`src/smls_pkg.sv`:
```
package smls_pkg;
  // ------------------------------------------------------------
  // register offsets
  // ------------------------------------------------------------
  localparam logic [7:0] SMLS_OFS_ACCEL_RATIO = 8'h08;
  localparam logic [7:0] SMLS_OFS_MAX_ACCEL = 8'h09;
  localparam logic [7:0] SMLS_OFS_DEAD_ZONE = 8'h0A;
  localparam logic [7:0] SMLS_OFS_SAT_OFFSET = 8'h0B;
  localparam logic [7:0] SMLS_OFS_SAT_SLOPE = 8'h0C;
  localparam logic [7:0] SMLS_OFS_DRV_OFFSET = 8'h0E;
  localparam logic [7:0] SMLS_OFS_DRV_FLOOR = 8'h0F;
  localparam logic [7:0] SMLS_OFS_DRV_CEIL = 8'h10;
  localparam logic [7:0] SMLS_OFS_OVL_THR = 8'h12;
  localparam logic [7:0] SMLS_OFS_POS_LO = 8'h14;
  localparam logic [7:0] SMLS_OFS_POS_HI = 8'h16;
  localparam logic [7:0] SMLS_OFS_OVL_PERIOD = 8'h2A;
  localparam logic [7:0] SMLS_OFS_STATUS = 8'h30;
  localparam logic [7:0] SMLS_OFS_IRQ_MASK = 8'h31;

  // ------------------------------------------------------------
  // reset values and limits
  // ------------------------------------------------------------
  localparam logic [7:0] SMLS_RST_ACCEL_RATIO = 8'h19;
  localparam logic [7:0] SMLS_RST_MAX_ACCEL = 8'h2D;
  localparam logic [9:0] SMLS_RST_DRV_CEIL = 10'h3FF;
  localparam logic [15:0] SMLS_RST_OVL_THR = 16'h03FE;
  localparam logic [14:0] SMLS_RST_POS_LO = 15'h2983;
  localparam logic [14:0] SMLS_RST_POS_HI = 15'h5671;
  localparam logic [7:0] SMLS_RST_OVL_PERIOD = 8'h96;
  localparam logic [7:0] SMLS_MAX_RATIO = 8'h32;
  localparam logic [7:0] SMLS_MAX_SETTING = 8'hFE;
  localparam logic [9:0] SMLS_PWM_MAX = 10'h3FF;
  localparam logic [15:0] SMLS_PCT_DIV = 16'h0064;
  localparam int SMLS_SLOPE_SHIFT = 8;

  // status bit positions
  localparam int SMLS_ST_POS_LIMIT = 0;
  localparam int SMLS_ST_OVERLOAD = 1;

  // ------------------------------------------------------------
  // timing
  // ------------------------------------------------------------
  localparam int SMLS_CLK_PERIOD_NS = 4;
  localparam int SMLS_OVL_TICK_MS = 4;
  localparam int SMLS_OVL_TICK_CYC = SMLS_OVL_TICK_MS * 1000000 / SMLS_CLK_PERIOD_NS;

  // ------------------------------------------------------------
  // types
  // ------------------------------------------------------------
  typedef enum logic [1:0] {
    SMLS_PROF_RECT = 2'b00,
    SMLS_PROF_TRI = 2'b01,
    SMLS_PROF_PEAK = 2'b10
  } smls_prof_t;

  typedef struct packed {
    logic [7:0] addr;
    logic [15:0] wdata;
    logic wr;
    logic rd;
  } smls_bus_req_t;

  typedef struct packed {
    logic valid;
    logic synchronized;
    logic [15:0] op_time;
  } smls_move_cmd_t;

  typedef struct packed {
    logic valid;
    logic synchronized;
    logic [7:0] accel_time;
    logic [7:0] decel_time;
    smls_prof_t shape;
  } smls_move_res_t;

  typedef struct packed {
    logic pos_mode;
    logic cont_rot;
    logic signed [15:0] pos_err;
    logic signed [11:0] pwm_raw;
  } smls_drive_in_t;

  typedef struct packed {
    logic [9:0] pwm_mag;
    logic pwm_rev;
    logic signed [15:0] pos_err;
  } smls_drive_out_t;

  typedef struct packed {
    logic valid;
    logic limited;
    logic [14:0] target;
  } smls_pos_res_t;

  typedef struct packed {
    logic [7:0] ratio;
    logic [7:0] max_accel;
    logic [7:0] dead_zone;
    logic [7:0] sat_off;
    logic [14:0] sat_slope;
    logic [7:0] drv_off;
    logic [7:0] drv_floor;
    logic [9:0] drv_ceil;
    logic [15:0] ovl_thr;
    logic [14:0] pos_lo;
    logic [14:0] pos_hi;
    logic [7:0] ovl_period;
    logic [1:0] status;
    logic [1:0] mask;
    logic [15:0] rdata;
    logic irq;
    smls_move_res_t move;
    smls_drive_out_t drive;
    smls_pos_res_t pos;
    logic overload;
    logic [23:0] tick_cnt;
    logic [7:0] ovl_cnt;
  } smls_state_t;
endpackage : smls_pkg

```
`src/smls_top.sv`:
```
// The plain strobed port was left to the implementer.
`timescale 1ns/10ps
// What this block does
// - accel time = operating time times ratio percent
// - decel time equals accel time
// - ratio zero gives rectangular profile
// - ratio below 50 reports triangular profile
// - accel time capped by max accel setting
// - max accel zero forces rectangular profile
// - dead zone only in position mode
// - saturator offset shapes curve, not continuous
// - slope over 256, zero disables, continuous bypasses
// - signed drive offset added except continuous rotation
// - zero stops motor, never above 1023
// - floor setting is lower drive limit
// - ceiling setting clamps drive, 10 bits
// - overload when force over threshold too long
// - threshold above 1023 never overloads
// - below lower limit: flag, clamp to minimum
// - above upper limit: flag, clamp to maximum
// - period counts 4 ms ticks, zero disables
module smls_top #(
  parameter int TICK_CYCLES = smls_pkg::SMLS_OVL_TICK_CYC
) (
  input wire logic clk_i,
  input wire logic sys_rst_i,
  input wire smls_pkg::smls_bus_req_t bus_i,
  output logic [15:0] rdata_o,
  output logic irq_o,
  input wire smls_pkg::smls_move_cmd_t move_i,
  output smls_pkg::smls_move_res_t move_o,
  input wire smls_pkg::smls_drive_in_t drive_i,
  output smls_pkg::smls_drive_out_t drive_o,
  input wire logic [9:0] force_i,
  output logic overload_o,
  input wire logic pos_req_valid_i,
  input wire logic [14:0] pos_req_i,
  output smls_pkg::smls_pos_res_t pos_o
);
  import smls_pkg::*;

  // ------------------------------------------------------------
  // helpers
  // ------------------------------------------------------------
  function automatic logic [9:0] sat10(input logic [23:0] x);
    sat10 = (x > 24'(SMLS_PWM_MAX)) ? SMLS_PWM_MAX : x[9:0];
  endfunction : sat10

  function automatic logic [7:0] sat8(input logic [15:0] x, input logic [7:0] lim);
    sat8 = (x > 16'(lim)) ? lim : x[7:0];
  endfunction : sat8

  function automatic logic [15:0] abs16(input logic signed [15:0] x);
    logic [16:0] t;
    t = x[15] ? (17'h00000 - 17'(x)) : 17'(x);
    // most negative error gives 32768 exactly, t[16] is never set and nothing saturates
    abs16 = t[16] ? 16'hFFFF : t[15:0];
  endfunction : abs16

  smls_state_t r;
  smls_state_t n;

  logic wr_hit;
  logic rd_hit;
  logic [15:0] rd_val;
  logic [23:0] prod;
  logic [23:0] ramp;
  logic [15:0] err_abs;
  logic signed [15:0] err_use;
  logic [10:0] mag;
  logic [10:0] mag_sat;
  logic [30:0] slope_prod;
  logic [23:0] sat_lim;
  logic signed [12:0] pwm_s;
  logic [12:0] pwm_abs;
  logic [9:0] out_mag;
  logic out_rev;
  logic [9:0] ceil_eff;
  logic force_over;
  logic ovl_armed;
  logic tick;
  logic ovl_now;
  logic [1:0] events;

  always_comb begin
    n = r;
    wr_hit = bus_i.wr;
    rd_hit = bus_i.rd;

    // ------------------------------------------------------------
    // register writes, settings saturated to their valid range
    // ------------------------------------------------------------
    if (wr_hit) begin
      unique case (bus_i.addr)
        SMLS_OFS_ACCEL_RATIO: n.ratio = sat8(16'(bus_i.wdata[7:0]), SMLS_MAX_RATIO);
        SMLS_OFS_MAX_ACCEL: n.max_accel = sat8(16'(bus_i.wdata[7:0]), SMLS_MAX_SETTING);
        SMLS_OFS_DEAD_ZONE: n.dead_zone = bus_i.wdata[7:0];
        SMLS_OFS_SAT_OFFSET: n.sat_off = bus_i.wdata[7:0];
        SMLS_OFS_SAT_SLOPE: n.sat_slope = bus_i.wdata[14:0];
        SMLS_OFS_DRV_OFFSET: n.drv_off = bus_i.wdata[7:0];
        SMLS_OFS_DRV_FLOOR: n.drv_floor = sat8(16'(bus_i.wdata[7:0]), SMLS_MAX_SETTING);
        SMLS_OFS_DRV_CEIL: n.drv_ceil = sat10(24'(bus_i.wdata));
        SMLS_OFS_OVL_THR: n.ovl_thr = bus_i.wdata;
        SMLS_OFS_POS_LO: n.pos_lo = bus_i.wdata[14:0];
        SMLS_OFS_POS_HI: n.pos_hi = bus_i.wdata[14:0];
        SMLS_OFS_OVL_PERIOD: n.ovl_period = sat8(16'(bus_i.wdata[7:0]), SMLS_MAX_SETTING);
        SMLS_OFS_IRQ_MASK: n.mask = bus_i.wdata[1:0];
        default: ;
      endcase
    end

    // ------------------------------------------------------------
    // register reads, data valid in the next cycle only
    // ------------------------------------------------------------
    rd_val = 16'h0000;
    unique case (bus_i.addr)
      SMLS_OFS_ACCEL_RATIO: rd_val = 16'(r.ratio);
      SMLS_OFS_MAX_ACCEL: rd_val = 16'(r.max_accel);
      SMLS_OFS_DEAD_ZONE: rd_val = 16'(r.dead_zone);
      SMLS_OFS_SAT_OFFSET: rd_val = 16'(r.sat_off);
      SMLS_OFS_SAT_SLOPE: rd_val = 16'(r.sat_slope);
      SMLS_OFS_DRV_OFFSET: rd_val = 16'(r.drv_off);
      SMLS_OFS_DRV_FLOOR: rd_val = 16'(r.drv_floor);
      SMLS_OFS_DRV_CEIL: rd_val = 16'(r.drv_ceil);
      SMLS_OFS_OVL_THR: rd_val = r.ovl_thr;
      SMLS_OFS_POS_LO: rd_val = 16'(r.pos_lo);
      SMLS_OFS_POS_HI: rd_val = 16'(r.pos_hi);
      SMLS_OFS_OVL_PERIOD: rd_val = 16'(r.ovl_period);
      SMLS_OFS_STATUS: rd_val = {13'h0000, r.overload, r.status};
      SMLS_OFS_IRQ_MASK: rd_val = 16'(r.mask);
      default: rd_val = 16'h0000;
    endcase
    n.rdata = rd_hit ? rd_val : 16'h0000;

    // ------------------------------------------------------------
    // motion profile for timed move commands
    // ------------------------------------------------------------
    prod = 24'(move_i.op_time) * 24'(r.ratio);
    ramp = prod / 24'(SMLS_PCT_DIV);
    n.move.valid = move_i.valid;
    if (move_i.valid) begin
      n.move.synchronized = move_i.synchronized;
      if (r.ratio == 8'h00 || r.max_accel == 8'h00) begin
        n.move.accel_time = 8'h00;
        n.move.shape = SMLS_PROF_RECT;
      end else begin
        // cap on the ramp only; the cruise share grows to keep op time
        n.move.accel_time = sat8(ramp[15:0], r.max_accel);
        if (ramp > 24'h00FFFF) begin
          n.move.accel_time = r.max_accel;
        end
        n.move.shape = (r.ratio < SMLS_MAX_RATIO) ? SMLS_PROF_TRI : SMLS_PROF_PEAK;
      end
      n.move.decel_time = n.move.accel_time;
    end

    // ------------------------------------------------------------
    // drive path: dead zone, saturator, offset, clamp
    // ------------------------------------------------------------
    err_abs = abs16(drive_i.pos_err);
    err_use = drive_i.pos_err;
    if (drive_i.pos_mode && err_abs <= 16'(r.dead_zone)) begin
      err_use = 16'sh0000;
    end
    n.drive.pos_err = err_use;

    // most negative raw drive saturates instead of wrapping to zero
    if (drive_i.pwm_raw == 12'sh800) begin
      mag = 11'h7FF;
    end else begin
      mag = drive_i.pwm_raw[11] ? (11'h000 - drive_i.pwm_raw[10:0]) : drive_i.pwm_raw[10:0];
    end
    slope_prod = 31'(abs16(err_use)) * 31'(r.sat_slope);
    sat_lim = 24'(r.sat_off) + 24'(slope_prod >> SMLS_SLOPE_SHIFT);
    mag_sat = mag;
    if (!drive_i.cont_rot && r.sat_slope != 15'h0000) begin
      if (24'(mag) > sat_lim) begin
        mag_sat = 11'(sat_lim);
      end
    end

    pwm_s = drive_i.pwm_raw[11] ? -13'sd0 - $signed(13'(mag_sat)) : $signed(13'(mag_sat));
    if (!drive_i.cont_rot) begin
      pwm_s = pwm_s + 13'(signed'(r.drv_off));
    end
    out_rev = pwm_s[12];
    pwm_abs = out_rev ? (13'h0000 - 13'(pwm_s)) : 13'(pwm_s);

    // ceiling never exceeds full scale, floor never beats the ceiling
    ceil_eff = sat10(24'(r.drv_ceil));
    out_mag = sat10(24'(pwm_abs));
    if (out_mag > ceil_eff) begin
      out_mag = ceil_eff;
    end
    if (out_mag < 10'(r.drv_floor)) begin
      out_mag = 10'(r.drv_floor);
    end
    if (out_mag > ceil_eff) begin
      out_mag = ceil_eff;
    end
    if (drive_i.pwm_raw == 12'sh000) begin
      out_mag = 10'h000;
      out_rev = 1'b0;
    end
    n.drive.pwm_mag = out_mag;
    n.drive.pwm_rev = out_rev;

    // ------------------------------------------------------------
    // overload detection on 4 ms ticks
    // ------------------------------------------------------------
    tick = (r.tick_cnt == 24'(TICK_CYCLES - 1));
    n.tick_cnt = tick ? 24'h000000 : r.tick_cnt + 24'h000001;
    ovl_armed = (r.ovl_thr <= 16'(SMLS_PWM_MAX)) && (r.ovl_period != 8'h00);
    force_over = 16'(force_i) > r.ovl_thr;
    if (!ovl_armed || !force_over) begin
      n.ovl_cnt = 8'h00;
    end else if (tick && r.ovl_cnt != 8'hFF) begin
      n.ovl_cnt = r.ovl_cnt + 8'h01;
    end
    // free tick, so the hold is judged to within one tick
    ovl_now = ovl_armed && force_over && (r.ovl_cnt > r.ovl_period);
    n.overload = ovl_now;

    // ------------------------------------------------------------
    // position request clamping
    // ------------------------------------------------------------
    n.pos.valid = pos_req_valid_i;
    if (pos_req_valid_i) begin
      n.pos.limited = 1'b0;
      n.pos.target = pos_req_i;
      if (pos_req_i < r.pos_lo) begin
        n.pos.target = r.pos_lo;
        n.pos.limited = 1'b1;
      end else if (pos_req_i > r.pos_hi) begin
        n.pos.target = r.pos_hi;
        n.pos.limited = 1'b1;
      end
    end

    // ------------------------------------------------------------
    // sticky status, clear on read, set wins over clear
    // ------------------------------------------------------------
    events = 2'b00;
    events[SMLS_ST_POS_LIMIT] = n.pos.valid && n.pos.limited;
    events[SMLS_ST_OVERLOAD] = ovl_now && !r.overload;
    n.status = ((rd_hit && bus_i.addr == SMLS_OFS_STATUS) ? 2'b00 : r.status) | events;
    n.irq = |(n.status & n.mask);

    if (sys_rst_i) begin
      n = '0;
      n.ratio = SMLS_RST_ACCEL_RATIO;
      n.max_accel = SMLS_RST_MAX_ACCEL;
      n.drv_ceil = SMLS_RST_DRV_CEIL;
      n.ovl_thr = SMLS_RST_OVL_THR;
      n.pos_lo = SMLS_RST_POS_LO;
      n.pos_hi = SMLS_RST_POS_HI;
      n.ovl_period = SMLS_RST_OVL_PERIOD;
    end
  end

  always_ff @(posedge clk_i) begin
    r <= n;
  end

  // ------------------------------------------------------------
  // outputs straight from state
  // ------------------------------------------------------------
  assign rdata_o = r.rdata;
  assign irq_o = r.irq;
  assign move_o = r.move;
  assign drive_o = r.drive;
  assign overload_o = r.overload;
  assign pos_o = r.pos;
endmodule : smls_top

```
`config.mk`:
```
export PLATFORM = sky130hd
export DESIGN_NAME = smls_top
export DESIGN_NICKNAME = d
export VERILOG_FILES = /design/src/smls_pkg.sv /design/src/smls_top.sv
export SDC_FILE = /design/constraint.sdc
export NUM_CORES = 2
export LEC_CHECK = 0
export BUFFER_PORTS_ARGS = -buffer_cell sky130_fd_sc_hd__buf_4
export CELL_PAD_IN_SITES_DETAIL_PLACEMENT = 0
export CELL_PAD_IN_SITES_GLOBAL_PLACEMENT = 1
export CORE_MARGIN = 2
export CORE_UTILIZATION = 40
export CTS_BUF_LIST = sky130_fd_sc_hd__clkbuf_8 sky130_fd_sc_hd__clkbuf_16
export DETAILED_ROUTE_END_ITERATION = 8
export HOLD_SLACK_MARGIN = 0.12
export PLACE_DENSITY = 0.8
export SLEW_MARGIN = 5
export SYNTH_ARGS = -nofsm -noshare
export SYNTH_HDL_FRONTEND = slang
export SYNTH_SLANG_ARGS = --single-unit
```
`constraint.sdc`:
```
create_clock -name clk_i -period 26.4 [get_ports clk_i]
set_input_delay 2.64 -clock clk_i [delete_from_list [all_inputs] [get_ports clk_i]]
set_output_delay 2.64 -clock clk_i [all_outputs]
set_load 0.03 [all_outputs]
```
==> impl_metrics.csv <==
group,metric,value,unit
status,outcome,"completed",
sta,slew_headroom,17.4,%
worst_hold_path,hold-path-cell-count,1,
synth,synth_top_family_by_area,"adder cells",
clock_tree,cts.repair_timing.setup_buffer_count,0,
global_routing,grt_antenna_before_repair,2,
sta,hold_viol_final,0,
cells_and_area,final_common_cell,"sky130_fd_sc_hd__nand2_1",
worst_hold_path,worstHoldEndpoint,"r[8]$_SDFF_PP0_",
worst_setup_path,worst_path_most_repeated_cell,"sky130_fd_sc_hd__a21oi_1",
cells_and_area,design_area,33900,sq um
synth,synth-edff-count,0,
clock_tree,post_cts.resized_instances,0,
sta,clock.fmax,41.2,MHz
die,boundaryPins,184,
routing,antenna_violating_nets_post_route,0,
synth,share_of_cell_area_taken_by_muxes_after_synthesis,2.18,%
routing,route.detailed.vias_per_inst,5.62,
clock_tree,clock-root-buffer,"sky130_fd_sc_hd__clkbuf_16",
cells_and_area,fill_cells,8010,
sta,finalHoldWorstSlack,463,ps
clock_tree,clk-insertion-delay-late,580,ps
worst_hold_path,hp-class,"reg -> reg",
worst_setup_path,r2r-end,"drive_o[24]$_SDFF_PP0_",
sta,setup-violations-final,0,
routing,post_drt_wl_per_cell,18.9,um
worst_setup_path,timing.critical_path.arrival,24710,ps
clock_tree,htree_num_levels,1,
synth,synth-compound-area-share,19.2,%
clock_tree,cts_max_path_buffers,3,
clock_tree,cts-hold-fix-buffers,0,
synth,netlist_area,31400,sq um
worst_setup_path,worstSetupPathType,"in -> reg",
flow_run,maxCapViolCount,0,
synth,dominantRegCellSynth,"sky130_fd_sc_hd__dfxtp_1",
worst_setup_path,worst_ep_required_time,26860,ps
clock_tree,clock_sinks,237,
die,starting_utilization_of_the_core_area,40.5,%
synth,synth_seq_area_share,15.1,%
synth,asyncSetResetFlopFracSynth,0,%
worst_setup_path,timing.reg2reg.setup_slack,4670,ps
synth,yosysWarningCount,0,
sta,rsz_0062_raised_after_global_routing,"no",
cells_and_area,final-instance-count-excl-fill,5034,
cells_and_area,final_layout_size_suffix_gt1_share,9.11,%
die,coreArea,77600,sq um
sta,slew_viol_final,0,
worst_setup_path,slowest_delay,930,ps
placed_design,post_dp_cell_area,33000,sq um
worst_setup_path,timing.critical_path.slowest_stage_cell,"sky130_fd_sc_hd__o21ai_1",
cells_and_area,layout-area-overhead-vs-synth,8.02,%
sta,min_period_over_period,91.9,%
synth,postSynthNetCount,4642,
global_routing,grt_util_all_layers,23.3,%
die,die_height,284,um
die,die_width,284,um
placed_design,place.gp.congestion,0.898,
worst_setup_path,ff2ff_path_depth,99,
global_routing,grt_max_degree,86,
clock_tree,path_clk_slew,60,ps
routing,number_of_drc_violations_after_detailed_routing_iteration_0,2261,
worst_setup_path,launching_element_type_of_the_critical_path,"input port",
die,floorplan.die_area,80700,sq um
synth,synth_area_per_cell,7.83,sq um
worst_setup_path,cp_max_fo,32,
global_routing,first_pass_grt_wire_length,154000,um
sta,finalClockSkew,21.7,ps
global_routing,vias_in_the_first_global_route,27500,
synth,post_synth_fa_ha_maj_area_fraction,27.5,%
worst_setup_path,critical_path.reg2reg.startpoint,"r[222]$_SDFFE_PP0P_",
synth,synthDistinctLibCells,114,
synth,yosys.area_share.simple,22.1,%
placed_design,place.detailed.instances,4983,
clock_tree,cts_tree,"done",
sta,worst-slew-pin-transition,1230,ps
routing,dr_total_vias,28300,
routing,wl,95100,um
cells_and_area,antenna_diodes,0,
die,fp-row-count,102,
worst_hold_path,hold_start,"r[8]$_SDFF_PP0_",
sta,timing.final.crit_period,24260,ps
synth,syn_inst,4011,
sta,fin_tns_setup,0,ps
worst_setup_path,critical_path_capture_point_type,"flip-flop",
cells_and_area,finalNetCount,4605,
clock_tree,cts_inserted_buffers,29,
routing,detail_route.drc_violations,0,
synth,synth_xor_xnor_area_share,4.24,%
global_routing,overflow,0,
cells_and_area,mostFrequentLayoutCells,"520 x sky130_fd_sc_hd__nand2_1, 417 x sky130_fd_sc_hd__inv_1, 275 x sky130_fd_sc_hd__nor2_1",
routing,drt_first_pass_iters,8,
placed_design,portBuffers,183,
synth,yosys_register_bits,237,
placed_design,dp_hpwl,73700,um
## layer usage
metal	global-route usage, %	part of all wire, %	up-vias
met5	0	0.017	-
met3	2.07	5.3	149
met1	31.4	44	13700
met4	6.87	3.1	2
li1	-	-	13500
met2	39.6	48	866
## sequential cells by signal, indices dropped and copies added (netlist names)
| register | count |
|---|---|
| irq_o | 1 |
| overload_o | 1 |
| move_o | 12 |
| drive_o | 27 |
| rdata_o | 16 |
| pos_o | 17 |
| ceil_eff | 10 |
| r | 153 |
## area by class of cell
type	instances	area (sq um)	share of cell area, %
Inverter	420	1580	4.65
Multi-Input combinational cell	3060	23700	69.8
Tap cell	1040	1300	3.84
Clock inverter	18	155	0.457
Timing Repair Buffer	226	1700	5.00
Sequential cell	237	4740	14.0
Clock buffer	33	781	2.30
## worst max-delay path by stage
stage,start,endpoint,depth (start not counted)
finish,drive_i[16],drive_o[24]$_SDFF_PP0_,101
global route,drive_i[16],drive_o[18]$_SDFF_PP0_,101
CTS,drive_i[13],drive_o[24]$_SDFF_PP0_,101
detailed placement,drive_i[13],drive_o[24]$_SDFF_PP0_,101
global placement,drive_i[16],drive_o[26]$_SDFF_PP0_,102
floorplan,drive_i[16],drive_o[25]$_SDFF_PP0_,108
## Yosys cell counts (all sizes together), types with 11 or more instances
master	number	area share (%)
mux2	15	0.55
nor4	33	0.71
o21bai	20	0.48
a22oi	29	0.69
o211ai	56	1.4
nor3	67	1.1
or3	29	0.58
or2	17	0.34
a222oi	12	0.38
inv	418	5.0
o21a	14	0.33
xor2	71	2.0
a21oi	247	4.0
a21o	45	1.1
a221oi	17	0.51
buf	118	2.5
fa	265	17
nand3	128	2.0
nand4	34	0.68
nand2	520	6.2
nor2b	31	0.62
and3	23	0.46
and2	230	4.6
nor2	275	3.3
dfxtp	237	15
mux2i	51	1.6
o22ai	14	0.30
clkbuf	176	2.1
a211oi	57	1.5
a31oi	42	0.84
xnor2	81	2.3
a22o	11	0.31
o21ai	126	2.0
ha	264	11
o31ai	28	0.79
nand2b	31	0.62
## critical path: cells and delay by family
family | cells | cell delay (ps)
AO/OA/AOI/OAI | 52 | 10280
adder cells (fa/ha/maj) | 14 | 5010
AND/OR/NAND/NOR | 22 | 4730
buffers and inverters | 9 | 1080
multiplexers | 2 | 670
XOR/XNOR | 2 | 270
## stage by stage
step           utilization (%)  worst slack, ps
2_1_floorplan                -             3080
3_3_place_gp              42.5             2200
3_5_place_dp              42.5             1630
4_1_cts                   43.7             2230
5_1_grt                   43.7             65.3
6_report                  43.7             2140
## kinds of logic (layout without fill, tap and decap cells)
kind of cell / count (synthesis) / after routing
simple gates: 1449 / 1449
compound gates: 860 / 860
buf+inv: 714 / 697
fa+ha+maj: 533 / 533
flops: 237 / 237
xor+xnor: 152 / 152
mux: 66 / 66
Power is left out: the tool's default activity adds up to more than one toggle a clock period on the data nets, which glitch-free logic cannot reach.
